==> config.mk <==
export PLATFORM = sky130hd
export DESIGN_NAME = logic_cell
export DESIGN_NICKNAME = d
export VERILOG_FILES = /design/src/logic_cell.v
export VERILOG_INCLUDE_DIRS = /design/src
export SDC_FILE = /design/constraint.sdc
export NUM_CORES = 1
export LEC_CHECK = 0
export ABC_AREA = 0
export BUFFER_PORTS_ARGS = -buffer_cell sky130_fd_sc_hd__buf_4
export CORE_MARGIN = 2
export CORE_UTILIZATION = 40
export CTS_CLUSTER_DIAMETER = 200
export DETAILED_ROUTE_END_ITERATION = 8
export GPL_TIMING_DRIVEN = 0
export HOLD_SLACK_MARGIN = 0.05
export PLACE_DENSITY = 0.74
export SYNTH_ARGS = -nofsm -noshare
export SYNTH_HDL_FRONTEND = slang
export SYNTH_SLANG_ARGS = --single-unit
==> constraint.sdc <==
create_clock -name sys_clk -period 2.65 [get_ports sys_clk]
set_clock_uncertainty 0.1 [all_clocks]
set_input_delay 0.1325 -clock sys_clk [delete_from_list [all_inputs] [get_ports sys_clk]]
set_output_delay 0.1325 -clock sys_clk [all_outputs]
set_load 0.005 [all_outputs]
==> src/logic_cell_map.vh <==
// register map, field positions and reset values of the configurable logic cell
// ----------------------------------------------------------------------------
// How it works
// - each of the two four-input generators looks its result up in a 16-entry table set by software.
// - the combiner looks any function of its three inputs up in an 8-entry table.
// - two combiner inputs each take a generator result or an outside input, the middle one is always outside.
// - the primary output shows the first generator or the combiner, as configured.
// - the secondary output shows the second generator or the combiner, as configured.
// - two storage elements can hold generator results and may also be used apart from the generators.
// - each storage element is a flip-flop, or a latch when the extended variant is present.
// - the direct data input may feed either storage element while the combiner feeds the other.
// - the two combinational outputs are separate from the two stored outputs.
// - only two unstored generator results leave the cell, so a third function must be stored.
// - the cell has thirteen inputs and four outputs toward the interconnect.
// ----------------------------------------------------------------------------
`ifndef LOGIC_CELL_MAP_VH
`define LOGIC_CELL_MAP_VH

// byte addresses of the registers
`define ADDR_LUT_ONE 8'h00
`define ADDR_LUT_TWO 8'h04
`define ADDR_LUT_COMB 8'h08
`define ADDR_CTRL 8'h0C
`define ADDR_STATUS 8'h10

// reset values
`define RST_LUT_ONE 16'h0000
`define RST_LUT_TWO 16'h0000
`define RST_LUT_COMB 8'h00
`define RST_CTRL 10'h000

// control field positions
`define CTRL_COMB_A_EXT 0
`define CTRL_COMB_B_EXT 1
`define CTRL_X_FROM_COMB 2
`define CTRL_Y_FROM_COMB 3
`define CTRL_STORE_SRC 4
`define CTRL_STORE_LATCH 8

// storage source codes
`define SRC_GEN 2'h0
`define SRC_COMB 2'h1
`define SRC_DIRECT 2'h2

// latch mode present in this build
`define CELL_EXTENDED 1'b1

// bus responses
`define RESP_OKAY 2'h0
`define RESP_SLVERR 2'h2

`endif

==> src/logic_cell.v <==
// configurable logic cell with table generators, output selects and storage, on AXI4-Lite
`timescale 1ns/100ps
`default_nettype none
`include "logic_cell_map.vh"

module logic_cell (
    input wire sys_clk,
    input wire reset_n,
    input wire [7:0] awaddr,
    input wire awvalid,
    output wire awready,
    input wire [31:0] wdata,
    input wire [3:0] wstrb,
    input wire wvalid,
    output wire wready,
    output reg [1:0] bresp,
    output reg bvalid,
    input wire bready,
    input wire [7:0] araddr,
    input wire arvalid,
    output wire arready,
    output reg [31:0] rdata,
    output reg [1:0] rresp,
    output reg rvalid,
    input wire rready,
    input wire [3:0] lutOneInputs,
    input wire [3:0] lutTwoInputs,
    input wire combinerExtAltA,
    input wire combinerExtFixed,
    input wire combinerExtAltB,
    input wire directData,
    input wire cellClock,
    output wire cellOutX,
    output wire cellOutY,
    output wire storedX,
    output wire storedY
);

    // configuration memory
    reg [15:0] lutOne;
    reg [15:0] lutTwo;
    reg [7:0] lutComb;
    reg [9:0] ctrl;

    // write channel holding state
    reg awHeld;
    reg wHeld;
    reg [7:0] awAddrHeld;
    reg [31:0] wDataHeld;
    reg [3:0] wStrbHeld;

    // cell signals
    wire fResult;
    wire gResult;
    wire combA;
    wire combB;
    wire combResult;
    wire [1:0] genPair;
    wire clockRise;
    reg cellClockPrev;
    reg [1:0] storedQ;
    wire doWrite;
    wire [7:0] wrAddr;
    wire [7:0] rdAddr;

    // merged write words, one per register
    wire [31:0] mergedOne;
    wire [31:0] mergedTwo;
    wire [31:0] mergedComb;
    wire [31:0] mergedCtrl;

    // named control fields
    wire combAFromExt;
    wire combBFromExt;
    wire xFromComb;
    wire yFromComb;

    // write decode and live status
    wire wrHitLutOne;
    wire wrHitLutTwo;
    wire wrHitLutComb;
    wire wrHitCtrl;
    wire wrHitStatus;
    wire [31:0] statusWord;

    // ------------------------------------------------------------------------
    // byte lane merge
    // ------------------------------------------------------------------------

    // lanes without a strobe keep their old contents
    function [31:0] mergeLanes;
        input [31:0] oldValue;
        input [31:0] newValue;
        input [3:0] strobe;
        integer k;
        begin
            mergeLanes = oldValue;
            for (k = 0; k < 4; k = k + 1) begin
                if (strobe[k]) begin
                    mergeLanes[k*8 +: 8] = newValue[k*8 +: 8];
                end
            end
        end
    endfunction

    // one merged word per register, cut to the register's width at the update
    assign mergedOne = mergeLanes({16'h0000, lutOne}, wDataHeld, wStrbHeld);
    assign mergedTwo = mergeLanes({16'h0000, lutTwo}, wDataHeld, wStrbHeld);
    assign mergedComb = mergeLanes({24'h000000, lutComb}, wDataHeld, wStrbHeld);
    assign mergedCtrl = mergeLanes({22'h000000, ctrl}, wDataHeld, wStrbHeld);

    // ------------------------------------------------------------------------
    // write channels
    // ------------------------------------------------------------------------

    // address and data are taken in either order, refused while a response waits
    assign awready = ~awHeld & ~bvalid;
    assign wready = ~wHeld & ~bvalid;
    assign doWrite = awHeld & wHeld;
    assign wrAddr = {awAddrHeld[7:2], 2'b00};

    // held address decoded once, so the update chain reads plainly
    assign wrHitLutOne = (wrAddr == `ADDR_LUT_ONE);
    assign wrHitLutTwo = (wrAddr == `ADDR_LUT_TWO);
    assign wrHitLutComb = (wrAddr == `ADDR_LUT_COMB);
    assign wrHitCtrl = (wrAddr == `ADDR_CTRL);
    assign wrHitStatus = (wrAddr == `ADDR_STATUS);

    // capture address and data, then update one cycle after both are held
    always @(posedge sys_clk or negedge reset_n) begin
        if (!reset_n) begin
            awHeld <= 1'b0;
            wHeld <= 1'b0;
            awAddrHeld <= 8'h00;
            wDataHeld <= 32'h00000000;
            wStrbHeld <= 4'h0;
            bvalid <= 1'b0;
            bresp <= `RESP_OKAY;
            lutOne <= `RST_LUT_ONE;
            lutTwo <= `RST_LUT_TWO;
            lutComb <= `RST_LUT_COMB;
            ctrl <= `RST_CTRL;
        end else begin
            if (awvalid && awready) begin
                awHeld <= 1'b1;
                awAddrHeld <= awaddr;
            end
            if (wvalid && wready) begin
                wHeld <= 1'b1;
                wDataHeld <= wdata;
                wStrbHeld <= wstrb;
            end
            if (doWrite) begin
                awHeld <= 1'b0;
                wHeld <= 1'b0;
                bvalid <= 1'b1;
                bresp <= `RESP_OKAY;
                if (wrHitLutOne) begin
                    lutOne <= mergedOne[15:0];
                end else if (wrHitLutTwo) begin
                    lutTwo <= mergedTwo[15:0];
                end else if (wrHitLutComb) begin
                    lutComb <= mergedComb[7:0];
                end else if (wrHitCtrl) begin
                    ctrl <= mergedCtrl[9:0];
                end else if (wrHitStatus) begin
                    bresp <= `RESP_OKAY; // read-only, write ignored
                end else begin
                    bresp <= `RESP_SLVERR;
                end
            end else if (bvalid && bready) begin
                bvalid <= 1'b0;
            end
        end
    end

    // ------------------------------------------------------------------------
    // read channel
    // ------------------------------------------------------------------------

    // one read at a time, answered the cycle after the address is taken
    assign arready = ~rvalid;
    assign rdAddr = {araddr[7:2], 2'b00};

    always @(posedge sys_clk or negedge reset_n) begin
        if (!reset_n) begin
            rvalid <= 1'b0;
            rdata <= 32'h00000000;
            rresp <= `RESP_OKAY;
        end else if (arvalid && arready) begin
            rvalid <= 1'b1;
            rresp <= `RESP_OKAY;
            if (rdAddr == `ADDR_LUT_ONE) begin
                rdata <= {16'h0000, lutOne};
            end else if (rdAddr == `ADDR_LUT_TWO) begin
                rdata <= {16'h0000, lutTwo};
            end else if (rdAddr == `ADDR_LUT_COMB) begin
                rdata <= {24'h000000, lutComb};
            end else if (rdAddr == `ADDR_CTRL) begin
                rdata <= {22'h000000, ctrl};
            end else if (rdAddr == `ADDR_STATUS) begin
                // live cell state, sampled when the address is taken
                rdata <= statusWord;
            end else begin
                rdata <= 32'h00000000;
                rresp <= `RESP_SLVERR;
            end
        end else if (rvalid && rready) begin
            rvalid <= 1'b0;
        end
    end

    // ------------------------------------------------------------------------
    // control fields
    // ------------------------------------------------------------------------

    // named fields keep the select logic free of bit positions
    assign combAFromExt = ctrl[`CTRL_COMB_A_EXT];
    assign combBFromExt = ctrl[`CTRL_COMB_B_EXT];
    assign xFromComb = ctrl[`CTRL_X_FROM_COMB];
    assign yFromComb = ctrl[`CTRL_Y_FROM_COMB];

    // ------------------------------------------------------------------------
    // generators and output selects
    // ------------------------------------------------------------------------

    // table lookup keeps delay the same whatever function is loaded
    assign fResult = lutOne[lutOneInputs];
    assign gResult = lutTwo[lutTwoInputs];

    // two combiner legs are selectable, the middle one is fixed outside
    assign combA = combAFromExt ? combinerExtAltA : fResult;
    assign combB = combBFromExt ? combinerExtAltB : gResult;
    assign combResult = lutComb[{combB, combinerExtFixed, combA}];

    // only two unstored results can leave, a third must go to storage
    assign cellOutX = xFromComb ? combResult : fResult;
    assign cellOutY = yFromComb ? combResult : gResult;

    // ------------------------------------------------------------------------
    // storage elements
    // ------------------------------------------------------------------------

    // cell clock comes from logic on sys_clk, so no synchroniser is needed
    always @(posedge sys_clk or negedge reset_n) begin
        if (!reset_n) begin
            cellClockPrev <= 1'b0;
        end else begin
            cellClockPrev <= cellClock;
        end
    end

    assign clockRise = cellClock & ~cellClockPrev;
    assign genPair = {gResult, fResult};

    // one element per output; the sources are free of the output selects
    genvar i;
    generate
        for (i = 0; i < 2; i = i + 1) begin : store
            wire [1:0] srcSel;
            wire latchMode;
            reg nextData;

            assign srcSel = ctrl[`CTRL_STORE_SRC + 2*i +: 2];
            assign latchMode = ctrl[`CTRL_STORE_LATCH + i] & `CELL_EXTENDED;

            // direct input may feed one while the combiner feeds the other
            always @* begin
                nextData = genPair[i];
                if (srcSel == `SRC_COMB) begin
                    nextData = combResult;
                end else if (srcSel == `SRC_DIRECT) begin
                    nextData = directData;
                end
            end

            // latch follows with one cycle of sampling delay
            always @(posedge sys_clk or negedge reset_n) begin
                if (!reset_n) begin
                    storedQ[i] <= 1'b0;
                end else if (latchMode) begin
                    if (cellClock) begin
                        storedQ[i] <= nextData;
                    end
                end else if (clockRise) begin
                    storedQ[i] <= nextData;
                end
            end
        end
    endgenerate

    // stored outputs stand apart from the combinational ones
    assign storedX = storedQ[0];
    assign storedY = storedQ[1];

    // ------------------------------------------------------------------------
    // status word
    // ------------------------------------------------------------------------

    // bit 7 and everything above bit 8 read as zero
    assign statusWord[0] = fResult;
    assign statusWord[1] = gResult;
    assign statusWord[2] = combResult;
    assign statusWord[3] = cellOutX;
    assign statusWord[4] = cellOutY;
    assign statusWord[5] = storedX;
    assign statusWord[6] = storedY;
    assign statusWord[7] = 1'b0;
    assign statusWord[8] = `CELL_EXTENDED;
    assign statusWord[31:9] = 23'h000000;

endmodule
`default_nettype wire

==> summary by stage <==
Critical path
Counting cells, the worst reg-to-reg path comes to 9. The critical path's most frequent cell is sky130_fd_sc_hd__buf_4. The worst register-to-register path has a setup slack of 0.02 ns. The setup path with the least slack is of type register to output pin. On the critical path the largest part of the delay comes from multiplexers.

Along the worst path, the maximum fanout reaches 3. The signal on the critical path passes through mux4_2 > mux2_2 > a222oi_1 > buf_4 > mux2i_1 > buf_4 > mux2i_4 > mux2i_1 > buf_4. The critical path required time is 2.42 ns. The startpoint identified for the worst register-to-register timing path is lutOne[0]$_DFFE_PN0P_. For the worst setup path, the data arrival time is 2.67 ns. The highest-delay cell along the critical path is sky130_fd_sc_hd__mux4_2. The worst setup path is captured at an output pin.

The largest stage delay on the critical path is 0.45 ns. The worst setup path is launched from a register. Counting both buffers and inverters, the worst setup path holds a total of 3. The count of cell instances traversed by the critical path is 9. The endpoint identified for the worst register-to-register timing path is storedX$_DFFE_PN0P_.

Pwr
Per report_power, the sequential group accounts for 46.3% of the total. The internal power contribution is 3650 µW. The total net switching power is 1670 µW. The power per unit of standard cell area is 833 nW/µm². The analysis attributes to cell leakage a power of 0.00303 µW. The share of total power in the clock network is ~26%.

Across the VDD grid, the largest voltage drop is 0.000428 V. Combinational cells account for 27.9% of the total power. The fraction of power spent switching nets is between 30% and 40%.

Cells and area
The post-route netlist has 39.0% of its cells at a drive strength greater than 1. The number of nets in the finished design is 611. The finished layout holds 691 standard cells, fillers aside. The library cell used most frequently in the layout, excluding fill and tap cells, is sky130_fd_sc_hd__buf_4. The number of antenna diodes in the final layout is 0.

In the layout the commonest cells are sky130_fd_sc_hd__buf_4, sky130_fd_sc_hd__dfrtp_1, sky130_fd_sc_hd__mux2_2. The signed area change from the synthesized netlist to the final layout is 32.2%. The utilization after layout is 53.6%.

STA
Setup repair after global routing could not meet its margin everywhere. The number of hold-slack violations in the final timing report is 0. The final count of pins violating max slew is 0.

For the pin with the worst max-slew slack, the measured transition is 0.808 ns. The worst relative slew slack is between 40 and 50%. Subtracting the final worst setup slack from the clock period gives 2.91 ns. Dividing the final minimum period by the clock period gives 110%.

Setup violations remaining at the end of the flow were counted as 2. Setup slack on the critical path of the routed design comes to -0.256 ns. Static timing analysis puts the maximum clock frequency at 0.344 GHz.

Yosys
The fraction of synthesis flops using an asynchronous set or reset pin is between 90% and 100%. The most frequently used flop master after synthesis is sky130_fd_sc_hd__dfrtp_1. The count of state elements after synthesis is 99. The number of synthesized flops with an enable pin is 0. In the synthesized netlist, the number of instances is just under 400. The post-synthesis cell area is a little under 5000 µm². The sequential area share after synthesis is around half. Counting distinct cell types in the post-synthesis netlist gives 45.

The post-synthesis average cell area is 12.2 µm². The Yosys step of the flow raised 0 warnings.

Floorplanning
Once the floorplan was initialized, standard cells occupied 40.6% of the core. Measured along the x axis, the die boundary spans 114 µm. The number of rows created at floorplan is 40.

The overall die area is 13000 µm². The placeable core region is between 10000 and 15000 µm². The height of the die is 114 µm.

117 I/O pins were placed.

Global routing
The maximum number of pins on one net before global-route repair is 100. The overall global routing resource usage is around a fifth. The wire length of the first global-routing pass is 19500 µm.

The via count of the first global-routing pass is 3711. After global routing the overflow that remains totals 0. The number of antenna violations at the first check in global routing is 0.

Drt
The ratio of routed vias to standard cells is 5.24. The count of nets left with antenna violations once routing finished came out at 0. The detailed router finished its first iteration with 158 violations. The pre-antenna-repair detailed-routing pass consisted of 4 iterations. Dividing the detail-routed wire length by the instance count gives 17.5 µm. After detailed routing, the number of remaining DRC violations is 0.

Wires add up to 12100 µm. Across all layers, the routed design uses 3619 vias.

Clock tree
The clock latency at the later pin of the worst-skew pair is 0.35 ns. Clock-pin slew was measured on the worst setup and hold paths at ~0.070 ns. The maximum buffer depth of the clock tree is 2.

The total clock sinks is 99. TritonCTS built the clock tree. In this run the clock root is driven by a sky130_fd_sc_hd__clkbuf_16. Buffers inserted during clock tree synthesis total 9. The maximum level of the CTS H-tree is 3.

Placed design
The HPWL after detailed placement is 8960 µm. The number of buffers inserted by port buffering is 74. The congestion estimate from routability-driven global placement came to 0.936. The cell total after placement is 635.

Status
The flow ran to the end, but the final reports show violations. The final reports fail on negative setup slack.

Hold path
The class of the worst hold path is input pin to register. The worst hold path passes through 4 cells. The critical hold path startpoint is araddr[4]. For hold timing, the worst endpoint is rdata[0]$_DFFE_PN0P_.

Job
Across the run, the number of max-cap violations was 0.
==> logic make-up after synthesis <==
logic type             share of synthesized area [%]
AOI/OAI and AO/OA                               9.24
buffers and inverters                           5.05
DFF                                             51.3
muxes                                           26.1
other                                         0.0776
and+or+nand+nor                                 8.29
==> tightest hold or removal path, stage by stage <==
cell and delay [ns]:
sky130_fd_sc_hd__buf_4 0.13, sky130_fd_sc_hd__nor2_1 0.13, sky130_fd_sc_hd__nand2_1 0.09, sky130_fd_sc_hd__a31oi_1 0.07
==> layout make-up <==
cell class / instances / area, µm²
timing repair buffer: 114 / 946
fill: 1021 / 5530
clock buffer: 10 / 239
tap: 147 / 184
clock inverter: 6 / 83.8
buffer: 35 / 199
sequential: 99 / 2480
inverter: 12 / 45.0
multi-input combinational: 268 / 2210
==> state kept, by name, indices dropped and copies added (netlist names), 2 cells and up <==
name and cells:
wDataHeld 16, awAddrHeld 6, lutTwo 16, wStrbHeld 2, lutOne 16, rdata 16
ctrl 10, lutComb 8
==> power groups by stage <==
stage | Combinational [µW] | Sequential (µW) | Clock, µW
6_report | 1480 | 2460 | 1380
4_1_cts | 1470 | 2450 | 1410
3_5_place_dp | 1320 | 2490 | 0
2_1_floorplan | 913 | 2290 | 0
5_1_grt | 1610 | 2530 | 1480
3_3_place_gp | 1270 | 2460 | 0
==> cell usage after synthesis (8+ instances only) <==
cell,number,area [µm²]
sky130_fd_sc_hd__a21oi_1,13,65.1
sky130_fd_sc_hd__buf_4,18,135
sky130_fd_sc_hd__clkbuf_1,15,56.3
sky130_fd_sc_hd__dfrtp_1,99,2480
sky130_fd_sc_hd__inv_1,12,45.0
sky130_fd_sc_hd__mux2_2,77,867
sky130_fd_sc_hd__mux2i_1,19,190
sky130_fd_sc_hd__mux4_2,8,180
sky130_fd_sc_hd__nand2_1,20,75.1
sky130_fd_sc_hd__nor2_1,16,60.1
sky130_fd_sc_hd__nor2b_1,9,56.3
sky130_fd_sc_hd__o21ai_0,13,65.1
==> repair_timing <==
| action | CTS | global route |
|---|---|---|
| resized for setup | 4 | 3 |
| hold endpoints to repair | 126 | 0 |
| hold buffers | 28 | 0 |
| buffers inserted | 10 | 1 |
| pin swaps | 2 | 2 |
| setup endpoints to repair | 12 | 19 |
==> metal layers <==
metal  vias to the layer above  GRT usage, %  wire [µm]  share of wire (%)
met5                         -             0          0                  0
met4                         0          8.86        393                3.2
met3                        24          2.23        534                4.4
met2                       107          32.1       5670                 47
met1                      1780          26.6       5500                 45
li1                       1708             -          -                  -
==> stage by stage <==
stage / instance area (µm²) / worst slack [ns] / hold WS, ns / total power (µW) / TNS, ns
2_1_floorplan: 4900 / 0.200 / -0.263 / 3200 / 0
3_3_place_gp: 5640 / -0.0595 / 0.163 / 3730 / -0.418
3_5_place_dp: 5640 / -0.119 / 0.163 / 3810 / -0.836
4_1_cts: 6330 / -0.234 / 0.165 / 5320 / -0.452
5_1_grt: 6390 / -0.345 / 0.204 / 5620 / -0.827
6_report: 6390 / -0.256 / 0.160 / 5320 / -0.495
==> how the worst max path moves through the flow <==
stage                                startpoint                  end  slack (ns)
after global routing      lutOne[0]$_DFFE_PN0P_             cellOutX       -0.35
after global placement    lutOne[6]$_DFFE_PN0P_             cellOutY       -0.06
after detailed placement  lutOne[3]$_DFFE_PN0P_             cellOutY       -0.12
final                     lutOne[0]$_DFFE_PN0P_             cellOutX       -0.26
after floorplan           lutOne[6]$_DFFE_PN0P_  storedX$_DFFE_PN0P_        0.20
after CTS                 lutOne[0]$_DFFE_PN0P_             cellOutX       -0.23
Power figures use the tool's default switching activity.
